**config.mk**
```make
export PLATFORM = sky130hd
export DESIGN_NAME = sarseq_top
export DESIGN_NICKNAME = d
export VERILOG_FILES = /design/src/sarseq_pkg.sv /design/src/sarseq_top.sv
export SDC_FILE = /design/constraint.sdc
export NUM_CORES = 1
export LEC_CHECK = 0
export ABC_AREA = 1
export ABC_CLOCK_PERIOD_IN_PS = 4100
export BUFFER_PORTS_ARGS = -buffer_cell sky130_fd_sc_hd__clkbuf_2
export CAP_MARGIN = 20
export CORE_ASPECT_RATIO = 1.25
export CORE_MARGIN = 4
export CORE_UTILIZATION = 50
export DETAILED_ROUTE_END_ITERATION = 8
export GPL_TIMING_DRIVEN = 1
export PLACE_DENSITY_LB_ADDON = 0.15
export SETUP_SLACK_MARGIN = 0.3
export SYNTH_ARGS = -nofsm -noshare
export SYNTH_HDL_FRONTEND = slang
export SYNTH_SLANG_ARGS = --single-unit
```
**constraint.sdc**
```tcl
create_clock -name pclk -period 4.1 [get_ports pclk]
set_clock_uncertainty 0.1 [all_clocks]
set_input_delay 0.205 -clock pclk [delete_from_list [all_inputs] [get_ports pclk]]
set_output_delay 0.205 -clock pclk [all_outputs]
set_load 0.1 [all_outputs]
```
**src/sarseq_pkg.sv**
```systemverilog
// Purpose: Shared constants and types for the SAR conversion sequencer.
// Assumes: One 50 MHz clock; APB register access with 32-bit data.
// Notes: Register offsets are byte addresses of aligned words.
package sarseq_pkg;
	// Word width of a conversion result.
	localparam int unsigned RES_W = 16;
	// Width of the bit index counter.
	localparam int unsigned IDX_W = 4;
	// Index of the most significant element.
	localparam logic [3:0] IDX_MSB = 4'hf;
	// Divider terminal count for the internal conversion clock enable.
	localparam logic [3:0] CCLK_DIV = 4'h9;
	// Settle cycles of conversion clock between switch phases.
	localparam logic [3:0] SETTLE_CNT = 4'h1;
	// Full-scale and zero-scale straight binary codes.
	localparam logic [15:0] CODE_FULL = 16'hffff;
	localparam logic [15:0] CODE_ZERO = 16'h0000;
	// Mask of the top bit, inverted for two's complement.
	localparam logic [15:0] TWOS_FLIP = 16'h8000;
	// Register byte offsets.
	localparam logic [7:0] OFF_CTRL = 8'h00;
	localparam logic [7:0] OFF_STAT = 8'h04;
	localparam logic [7:0] OFF_DATA = 8'h08;
	localparam logic [7:0] OFF_IRQ = 8'h0c;
	localparam logic [7:0] OFF_MASK = 8'h10;
	// Control bit positions.
	localparam int unsigned CTRL_START = 0;
	localparam int unsigned CTRL_CODING = 1;
	localparam int unsigned CTRL_RESET = 2;
	localparam int unsigned CTRL_PD = 3;
	// Interrupt bit positions.
	localparam int unsigned IRQ_DONE = 0;
	localparam int unsigned IRQ_CLAMP = 1;
	localparam int unsigned IRQ_W = 2;
	// Sequencer states.
	typedef enum logic [2:0] {
		SQ_ACQ, SQ_OPEN_GND, SQ_HOLD, SQ_SEARCH, SQ_ASSEMBLE, SQ_DONE
	} sarseq_state_t;
	// Switch drive bundle towards the analog array.
	typedef struct packed {
		logic array_ground_switch;
		logic dummy_ground_switch;
		logic inputs_connected;
		logic [15:0] element_to_ref;
	} sarseq_sw_t;
endpackage

```
**src/sarseq_top.sv**
```systemverilog
// Purpose: Sequencer of a 16-bit charge redistribution SAR converter.
// Assumes: Comparator and range flags are asynchronous analog outputs.
// Notes: Host pins and a mirrored control register both drive it.
//
// The register offsets and the APB interface to the registers were chosen for this implementation.
`timescale 1ns/1ps
module sarseq_top (
	// APB slave.
	input wire logic pclk,
	input wire logic presetn,
	input wire logic psel,
	input wire logic penable,
	input wire logic pwrite,
	input wire logic [7:0] paddr,
	input wire logic [31:0] pwdata,
	output logic [31:0] prdata,
	output logic pready,
	output logic pslverr,
	// Host pins.
	input wire logic conversion_start_n,
	input wire logic output_coding_select,
	input wire logic reset_request,
	input wire logic power_down_request,
	// Analog side inputs.
	input wire logic comparator_high,
	input wire logic over_range,
	input wire logic input_ground_sense,
	// Analog side outputs.
	output sarseq_pkg::sarseq_sw_t switches,
	output logic busy,
	output logic [15:0] result,
	output logic irq
);
	// Synchroniser stages for pins; first stages are read only by second.
	logic [6:0] sync1_r;
	logic [6:0] sync2_r;
	logic start_prev_r;
	// Register file.
	logic [3:0] ctrl_r;
	logic [1:0] irq_stat_r;
	logic [1:0] irq_mask_r;
	// Sequencer state.
	sarseq_pkg::sarseq_state_t state_r;
	logic [3:0] div_r;
	logic [3:0] settle_r;
	logic [3:0] idx_r;
	logic [15:0] trial_r;
	logic clamp_r;
	logic [15:0] clamp_code_r;
	// Decoded pin levels after synchronisation.
	logic start_n_s, coding_s, reset_s, pd_s, comp_s, over_s, under_s;
	logic cclk_en, start_fall, abort, coding, done_evt, clamp_evt;
	logic apb_wr, apb_rd_ack;
	assign start_n_s = sync2_r[0];
	assign coding_s = sync2_r[1];
	assign reset_s = sync2_r[2];
	assign pd_s = sync2_r[3];
	assign comp_s = sync2_r[4];
	assign over_s = sync2_r[5];
	assign under_s = sync2_r[6];
	// Pin or software request; software start bit acts as a pulse.
	assign abort = reset_s | ctrl_r[sarseq_pkg::CTRL_RESET];
	assign coding = coding_s | ctrl_r[sarseq_pkg::CTRL_CODING];
	assign start_fall = (start_prev_r & ~start_n_s)
		| ctrl_r[sarseq_pkg::CTRL_START];
	assign cclk_en = (div_r == sarseq_pkg::CCLK_DIV);
	assign apb_wr = psel & penable & pwrite;
	assign apb_rd_ack = psel & penable & ~pwrite;
	assign done_evt = (state_r == sarseq_pkg::SQ_ASSEMBLE) & cclk_en;
	assign clamp_evt = done_evt & clamp_r;

	// Two-stage synchroniser for every asynchronous input.
	always_ff @(posedge pclk or negedge presetn) begin
		if (!presetn) begin
			// Both stages reset to the idle start level, so the edge
			// detector sees no false falling edge after reset.
			sync1_r <= 7'h01;
			sync2_r <= 7'h01;
			start_prev_r <= 1'b1;
		end else begin
			sync1_r <= {input_ground_sense, over_range, comparator_high,
				power_down_request, reset_request,
				output_coding_select, conversion_start_n};
			sync2_r <= sync1_r;
			start_prev_r <= start_n_s;
		end
	end

	// Divider producing the internal conversion clock enable.
	always_ff @(posedge pclk or negedge presetn) begin
		if (!presetn) begin
			div_r <= 4'h0;
		end else if (cclk_en || state_r == sarseq_pkg::SQ_ACQ) begin
			div_r <= 4'h0;
		end else begin
			div_r <= div_r + 4'h1;
		end
	end

	// Main sequencer: acquisition, hold, binary search, assembly.
	always_ff @(posedge pclk or negedge presetn) begin
		if (!presetn) begin
			state_r <= sarseq_pkg::SQ_ACQ;
			settle_r <= 4'h0;
			idx_r <= 4'h0;
			trial_r <= 16'h0000;
			clamp_r <= 1'b0;
			clamp_code_r <= 16'h0000;
		end else if (abort) begin
			// Abort returns to acquisition with the search discarded.
			state_r <= sarseq_pkg::SQ_ACQ;
			settle_r <= 4'h0;
			trial_r <= 16'h0000;
			clamp_r <= 1'b0;
		end else begin
			case (state_r)
				sarseq_pkg::SQ_ACQ: begin
					// Power-down blocks new starts only from here.
					if (start_fall && !pd_s) begin
						state_r <= sarseq_pkg::SQ_OPEN_GND;
						settle_r <= 4'h0;
					end
				end
				sarseq_pkg::SQ_OPEN_GND: begin
					if (cclk_en) begin
						if (settle_r == sarseq_pkg::SETTLE_CNT) begin
							state_r <= sarseq_pkg::SQ_HOLD;
							settle_r <= 4'h0;
						end else begin
							settle_r <= settle_r + 4'h1;
						end
					end
				end
				sarseq_pkg::SQ_HOLD: begin
					// Range is judged on the held sample.
					if (cclk_en) begin
						state_r <= sarseq_pkg::SQ_SEARCH;
						idx_r <= sarseq_pkg::IDX_MSB;
						trial_r <= sarseq_pkg::TWOS_FLIP;
						clamp_r <= over_s | under_s;
						clamp_code_r <= over_s ? sarseq_pkg::CODE_FULL
							: sarseq_pkg::CODE_ZERO;
					end
				end
				sarseq_pkg::SQ_SEARCH: begin
					if (cclk_en) begin
						// Comparator high means trial is too large.
						trial_r[idx_r] <= ~comp_s;
						if (idx_r == 4'h0) begin
							state_r <= sarseq_pkg::SQ_ASSEMBLE;
						end else begin
							trial_r[idx_r - 4'h1] <= 1'b1;
							idx_r <= idx_r - 4'h1;
						end
					end
				end
				sarseq_pkg::SQ_ASSEMBLE: begin
					if (cclk_en) begin
						state_r <= sarseq_pkg::SQ_DONE;
					end
				end
				sarseq_pkg::SQ_DONE: begin
					state_r <= sarseq_pkg::SQ_ACQ;
				end
				default: begin
					state_r <= sarseq_pkg::SQ_ACQ;
				end
			endcase
		end
	end

	// Result latch: written once per conversion from that sample only.
	always_ff @(posedge pclk or negedge presetn) begin
		if (!presetn) begin
			result <= 16'h0000;
		end else if (done_evt && !abort) begin
			// Straight binary, top bit flipped in two's complement mode.
			result <= (clamp_r ? clamp_code_r : trial_r)
				^ (coding ? 16'h0000 : sarseq_pkg::TWOS_FLIP);
		end
	end

	// Busy output from the state, low again in the cycle after latching.
	always_ff @(posedge pclk or negedge presetn) begin
		if (!presetn) begin
			busy <= 1'b0;
		end else begin
			busy <= !abort && state_r != sarseq_pkg::SQ_ACQ
				&& state_r != sarseq_pkg::SQ_DONE;
		end
	end

	// Switch drive; acquisition grounds the common node.
	always_ff @(posedge pclk or negedge presetn) begin
		if (!presetn) begin
			switches <= '{1'b1, 1'b1, 1'b1, 16'h0000};
		end else begin
			case (state_r)
				sarseq_pkg::SQ_ACQ: begin
					switches <= '{1'b1, 1'b1, 1'b1, 16'h0000};
				end
				sarseq_pkg::SQ_OPEN_GND: begin
					switches <= '{1'b0, 1'b0, 1'b1, 16'h0000};
				end
				sarseq_pkg::SQ_HOLD: begin
					switches <= '{1'b0, 1'b0, 1'b0, 16'h0000};
				end
				default: begin
					switches <= '{1'b0, 1'b0, 1'b0, trial_r};
				end
			endcase
		end
	end

	// Control register; start and reset bits self-clear.
	always_ff @(posedge pclk or negedge presetn) begin
		if (!presetn) begin
			ctrl_r <= 4'h0;
		end else if (apb_wr && paddr == sarseq_pkg::OFF_CTRL) begin
			ctrl_r <= pwdata[3:0];
		end else begin
			ctrl_r[sarseq_pkg::CTRL_START] <= 1'b0;
			ctrl_r[sarseq_pkg::CTRL_RESET] <= 1'b0;
		end
	end

	// Sticky interrupt status, write one to clear; set wins.
	always_ff @(posedge pclk or negedge presetn) begin
		if (!presetn) begin
			irq_stat_r <= 2'h0;
			irq_mask_r <= 2'h0;
		end else begin
			if (apb_wr && paddr == sarseq_pkg::OFF_MASK) begin
				irq_mask_r <= pwdata[1:0];
			end
			irq_stat_r <= (irq_stat_r
				& ~((apb_wr && paddr == sarseq_pkg::OFF_IRQ)
				? pwdata[1:0] : 2'h0))
				| {clamp_evt && !abort, done_evt && !abort};
		end
	end

	// Interrupt output registered from masked status.
	always_ff @(posedge pclk or negedge presetn) begin
		if (!presetn) begin
			irq <= 1'b0;
		end else begin
			irq <= |(irq_stat_r & irq_mask_r);
		end
	end

	// APB read data and answer; zero wait states, unmapped errors.
	always_ff @(posedge pclk or negedge presetn) begin
		if (!presetn) begin
			prdata <= 32'h0000_0000;
			pready <= 1'b0;
			pslverr <= 1'b0;
		end else begin
			pready <= psel & ~penable;
			pslverr <= 1'b0;
			prdata <= 32'h0000_0000;
			if (psel && !penable) begin
				case (paddr)
					sarseq_pkg::OFF_CTRL: prdata <= {28'h0, ctrl_r};
					sarseq_pkg::OFF_STAT: prdata <= {28'h0, pd_s,
						reset_s, clamp_r, busy};
					sarseq_pkg::OFF_DATA: prdata <= {16'h0000, result};
					sarseq_pkg::OFF_IRQ: prdata <= {30'h0, irq_stat_r};
					sarseq_pkg::OFF_MASK: prdata <= {30'h0, irq_mask_r};
					default: pslverr <= 1'b1;
				endcase
			end
		end
	end
endmodule

```
# --- After elaboration in Yosys (flattened, before gate mapping) ---
# Cells that the tools add are included.
# Widths: inputs -> output; s select.
totals:
  reg_bits: 142
  wordCells: 147
classes:
  n_reduce_logical: 32
  bitwise_logic: 20
  add_sub_neg: 3
  muxes: 43
  eq_ne: 21
  order_cmp: 4
op_table:
  columns: ["cell", "count"]
  rows:
  - ["$mux 16", 8]
  - ["$pmux 16 s5", 1]
  - ["$pmux 19 s3", 1]
  - ["$mux 4", 8]
  - ["$pmux 16 s2", 1]
  - ["$mux 3", 8]
  - ["$ne 3x3->1 const B", 7]
  - ["$bwmux 16", 1]
  - ["$eq 8x4->1 const B", 2]
  - ["$or 16x16->16", 1]
  - ["$pmux 4 s2", 2]
  - ["$xor 16x16->16", 1]
  - ["$pmux 3 s5", 1]
  - ["$logic_and 1x1->1", 11]
  - ["$lt 4x5->1 const B", 2]
  - ["$mux 1", 9]
  - ["$reduce_and 3->1", 3]
  - ["$reduce_bool 3->1", 3]
  - ["$add 4x1->4 const B", 2]
  - ["$demux 1 s4", 2]
  - ["$eq 8x3->1 const B", 1]
  - ["$eq 8x5->1 const B", 1]
  - ["$ge 4x1->1 const B", 2]
  - ["$logic_not 8->1", 1]
  - ["25 further kinds", 44]

# --- Longest topological paths before layout ---
logic_depth:
  word_depth: 10
  mapped_depth: 11
  depth_no_buf: 11

# --- Worst setup path before layout ---
# OpenSTA, ideal clock, no wires.
synth_path:
  path_kind: "register to register"
  start: "register idx_r[0]"
  end: "register trial_r[4]"
  path_slack_ps: 2500
  synth_period_minus_slack_ps: 1600
  setup_ps: 128
  path_buffers: 0
  stages_incl_launch_ff: 11
  arrival_time_ps: 1372
  cell_sequence: "dfrtp_1 > inv_1 > ha_1 > inv_1 > nand2_1 > nand2_1 > inv_2 > nand3_1 > nand2_1 > nand2_1 > o21ai_0"
synth_via:
  elab_chain_cells: 10
synth_lines:
  columns: ["element", "line", "text"]
  rows:
  - ["from (decl)", "sarseq_top.sv:46", "logic [3:0] idx_r;"]
  - ["from (signal assigned)", "sarseq_top.sv:138", "idx_r <= sarseq_pkg::IDX_MSB;"]
  - ["from (signal assigned)", "sarseq_top.sv:153", "idx_r <= idx_r - 4'h1;"]
  - ["$sub 4x1->4 (tied with other cells)", "sarseq_top.sv:152", "trial_r[idx_r - 4'h1] <= 1'b1;"]
  - ["$lt 4x5->1 (implied by the code) (tied with other cells)", "sarseq_top.sv:152", null]
  - ["$logic_and 1x1->1 (implied by the code) or $mux 1 (tied branches)", "sarseq_top.sv:152, sarseq_top.sv:148", null]
  - ["$mux 1 (implied by the code) or $demux 1 s4 (tied branches)", "sarseq_top.sv:152, sarseq_top.sv:148", null]
  - ["$demux 1 s4 or $bwmux 16 (tied branches)", "sarseq_top.sv:152, sarseq_top.sv:148", null]
  - ["$or 16x16->16 (no line)", null, null]
  - ["$mux 16 *", "sarseq_top.sv:149", "if (idx_r == 4'h0) begin"]
  - ["$mux 16 *", "sarseq_top.sv:146", "if (cclk_en) begin"]
  - ["$pmux 16 s2 *", "sarseq_top.sv:116", "case (state_r)"]
  - ["$mux 16 *", "sarseq_top.sv:109", "end else if (abort) begin"]
  - ["to (signal assigned)", "sarseq_top.sv:139", "trial_r <= sarseq_pkg::TWOS_FLIP;"]
  - ["to (signal, indexed assignment)", "sarseq_top.sv:148", "trial_r[idx_r] <= ~comp_s;"]
  - ["to (decl)", "sarseq_top.sv:47", "logic [15:0] trial_r;"]
# Mark *: on every way between the ends. The rest lies on a longest branch, timed or not. The select of a mux whose other input is x is not followed.
# A chain may end at the register's enable or synchronous reset.

# --- Final worst setup path ---
layout_path:
  start: "register ctrl_r[2]"
  end: "register result[2]"
layout_via:
  elab_chain_cells: 3
layout_lines:
  columns: ["element", "line", "text"]
  rows:
  - ["from (decl)", "sarseq_top.sv:39", "logic [3:0] ctrl_r;"]
  - ["from (signal assigned)", "sarseq_top.sv:220", "ctrl_r <= pwdata[3:0];"]
  - ["$or 1x1->1", "sarseq_top.sv:62", "assign abort = reset_s | ctrl_r[sarseq_pkg::CTRL_RESET];"]
  - ["$logic_not 1->1", "sarseq_top.sv:176", "end else if (done_evt && !abort) begin"]
  - ["$logic_and 1x1->1", "sarseq_top.sv:176", null]
  - ["to (signal assigned)", "sarseq_top.sv:178", "result <= (clamp_r ? clamp_code_r : trial_r)"]
  - ["to (decl)", "sarseq_top.sv:31", "output logic [15:0] result,"]
# Every way passes these cells.

==> run_results.csv <==
group,metric,value,unit
synthesis,synthesis.area,0.00513,mm2
worst_setup_path,rrSetupSlack,1910,ps
cts,cts_setup_buffers,0,
worst_setup_path,crit_chain,"nor2_1 > nand2_2 > nor2_4 > nor2_1 > a31oi_1",
global_route,grt_pass1_wl,18.0,mm
power,p_sw,1.18,mW
worst_setup_path,max_stage_delay,670,ps
power,p_sw_share,39.5,%
cts,clock_sinks,110,
placement,dp_hpwl,7.79,mm
worst_setup_path,critPathMostFrequentCell,"nor2_1",
drt,vias_per_cell,4.99,
sta,tightest_slew,1030,ps
cts,cts_buffers,9,
sta,period_share,53.3,%
finish,drive_gt1_share,18.0,%
worst_setup_path,crit_path_start_kind,"flop",
cts,clk_pin_slew,70,ps
sta,fmax,458,MHz
synthesis,yosysSeqAreaShare,53.7,%
cts,insertion_delay,340,ps
global_route,grt.met3_usage,3.16,%
drt,drtIter0Drc,180,
worst_setup_path,critPathArrivalTime,2340,ps
sta,rsz0062_at_grt,"no",
global_route,grt_max_degree,84,
drt,drt-total-wl,10.5,mm
sta,max-slew-margin-rel,31.1,%
power,irDropWorstVdd,0.000286,V
worst_hold_path,hold_path.startpoint,"pwdata[0]",
synthesis,syn_avg_cell_area,8.52,um2
floorplanning,start_util,51.1,%
power,p_int,1.81,mW
drt,via_count,4109,
floorplanning,io_pins,123,
global_route,overflow,0,
worst_hold_path,min_path_cells,3,
global_route,top_usage_layer,"met2",
cts,cts_tree,"yes",
power,power.share.clock,26.4,%
global_route,grt_util_all_layers,18.4,%
synthesis,synthCells,603,
placement,portBuffers,78,
global_route,grt_util_met2,30.9,%
synthesis,synth_seq_cells,110,
worst_setup_path,crit_slowest_cell,"nor2_1",
status,status,"finished, final reports clean",
worst_setup_path,r2r_end,"result[2]",
floorplanning,core-area,0.0101,mm2
placement,gp_congestion,0.916,
finish,fin_nets,753,
sta,final.min_clock_period,2190,ps
power,power-per-cell-area,502,mW/mm2
synthesis,ys_warn_count,0,
worst_setup_path,crit_cells,5,
worst_setup_path,crit_family,"simple AND/OR/NAND/NOR gates",
power,seq_power_share,42.5,%
floorplanning,dieArea,0.0120,mm2
worst_setup_path,r2r_cells,5,
cts,cts_max_level,3,
drt,dr.pass1.iters,4,
floorplanning,die-width,98.6,um
worst_setup_path,cp_data_required_time,4260,ps
drt,ant_nets,0,
cts,clock_path_buffers,2,
sta,hold_viol,0,
sta,drv_slew,0,
power,p_comb_share,31.1,%
cts,cts-root-buf,"clkbuf_16",
drt,drc,0,
worst_setup_path,crit_path_max_fanout,33,
sta,hold-worst-slack,22.0,ps
finish,area_growth,16.0,%
worst_hold_path,hold_path_class,"in -> reg",
global_route,grt_antenna_before_repair,0,
floorplanning,die-height,121,um
worst_setup_path,timing.rr.start,"ctrl_r[2]",
worst_setup_path,timing.critical_path.buf_inv,0,
finish,antennaDiodeCount,0,
flow_run,cap_violations,0,
sta,finalSetupViolCount,0,
finish,fill_cells,920,
worst_setup_path,crit_type,"reg -> reg",
sta,fin_setup_tns,0,ps
drt,wl_per_cell,12.7,um
floorplanning,row_count,41,
worst_setup_path,cp-end-kind,"flop",
finish,regArea,0.00276,mm2
synthesis,synthDistinctLibCells,32,
finish,multi_input_area,0.00195,mm2
global_route,grt_pass1_vias,3873,
worst_hold_path,min_to,"ctrl_r[0]",
power,p_leak,3.09,nW
global_route,grtUsageMet1,24.3,%
-- power groups by stage --
stage	sequential (mW)	combinational [mW]	clock [mW]
finish	1.27	0.929	0.788
global route	1.28	1.03	0.859
CTS	1.27	0.926	0.812
detailed placement	1.29	0.914	0
global placement	1.28	0.895	0
floorplan	1.36	0.662	0
-- worst reg2reg max path, stage by stage, from the launching register on --
cell and delay (ps):
dfrtp_1 390, nor2_1 670, nand2_2 200, nor2_4 500, nor2_1 90, a31oi_1 160
-- layer usage --
| layer | part of all wire, % | vias up | wire length, um |
|---|---|---|---|
| met5 | 0 | - | 0 |
| met4 | 0.85 | 0 | 89 |
| met3 | 5.2 | 8 | 543 |
| met1 | 44 | 1931 | 4630 |
| li1 | - | 2059 | - |
| met2 | 50 | 111 | 5200 |
-- worst max-delay path by stage --
stage | from | to | slack (ps)
2_1_floorplan | idx_r[0] | trial_r[4] | 2500
3_3_place_gp | sync2_r[2] | result[0] | 1990
3_5_place_dp | sync2_r[2] | result[2] | 1940
4_1_cts | ctrl_r[2] | result[2] | 1920
5_1_grt | sync2_r[2] | result[3] | 1670
6_report | ctrl_r[2] | result[2] | 1910
-- kinds of logic after synthesis --
family                     share of synthesized area, %
DFF                                                53.7
muxes                                             0.414
and+or+nand+nor                                    24.1
buffers and inverters                              9.48
other                                            0.0730
xor gates and xnor gates                          0.682
adders and majority gates                          2.92
AOI/OAI and AO/OA                                  8.60
-- sequential cells by signal (all words and copies together) (netlist names), 2 cells and up --
name        cells
sync1_r         7
idx_r           4
result         16
trial_r        16
prdata         16
sync2_r         7
irq_mask_r      2
settle_r        4
irq_stat_r      2
ctrl_r          4
state_r         3
switches       18
div_r           4
-- stage by stage --
stage / util, % / cell area, um2 / power [mW] / setup WS [ps] / instances
detailed placement: 55.2 / 5550 / 2.20 / 1940 / 795
finish: 59.2 / 5960 / 2.99 / 1910 / 823
global placement: 55.2 / 5550 / 2.18 / 1990 / 795
CTS: 59.0 / 5930 / 3.01 / 1920 / 822
global route: 59.2 / 5960 / 3.17 / 1670 / 823
floorplan: - / 5190 / 2.03 / 2500 / 618
-- timing repair --
action | 4_1_cts | 5_1_grt
endpoints found under the setup margin | 0 | 0
hold buffers | 11 | 0
hold endpoints to repair | 89 | 0
gates resized for setup | 0 | 0
-- cell type report --
cell class / instances / area share [%]
inverter: 76 / 4.79
timing repair buffer: 91 / 9.03
tap: 129 / 2.71
clock buffer: 11 / 3.91
clock inverter: 5 / 0.588
multi-input combinational: 401 / 32.7
sequential: 110 / 46.3
-- layout by cell type, fill, tap and decap left out, types with 4 or more instances in the layout --
master | Yosys | layout
nand2_2 | 6 | 6
o21ai_1 | 11 | 11
a21oi_1 | 7 | 7
dlygate4sd3_1 | 0 | 11
nand2_1 | 127 | 127
inv_1 | 67 | 67
a31oi_1 | 5 | 5
dfrtp_1 | 105 | 105
conb_1 | 1 | 16
ha_1 | 12 | 12
nor2_1 | 67 | 67
clkbuf_2 | 0 | 77
clkbuf_16 | 0 | 9
inv_2 | 9 | 9
o21ai_0 | 58 | 58
dfstp_2 | 5 | 5
nor3_1 | 11 | 11
nor2_4 | 5 | 5
nand4_1 | 5 | 5
nor2_2 | 4 | 4
nand3_1 | 54 | 54
-- cell usage after synthesis --
library cell | n | area [um2]
nor2_1 | 67 | 251
clkbuf_1 | 5 | 18.8
xnor2_1 | 2 | 17.5
ha_1 | 12 | 150
a22o_1 | 1 | 8.76
nand2_2 | 6 | 37.5
buf_4 | 21 | 158
dfstp_2 | 5 | 131
nor3_1 | 11 | 55.1
nand3_1 | 54 | 270
o21bai_1 | 1 | 7.51
conb_1 | 1 | 3.75
dfrtp_1 | 105 | 2630
nor2_2 | 4 | 25.0
a31oi_1 | 5 | 31.3
buf_2 | 5 | 25.0
o21ai_1 | 11 | 55.1
mux2_2 | 1 | 11.3
inv_2 | 9 | 33.8
nor2_4 | 5 | 56.3
nand4_1 | 5 | 31.3
xor2_1 | 2 | 17.5
a21oi_1 | 7 | 35.0
mux2i_1 | 1 | 10.0
inv_1 | 67 | 251
o22ai_1 | 1 | 6.26
nor2_8 | 1 | 20.0
and3_1 | 1 | 6.26
o21ai_0 | 58 | 290
nand2_1 | 127 | 477
nor3b_1 | 1 | 7.51
o211ai_1 | 1 | 7.51
Power figures use the tool's default switching activity.
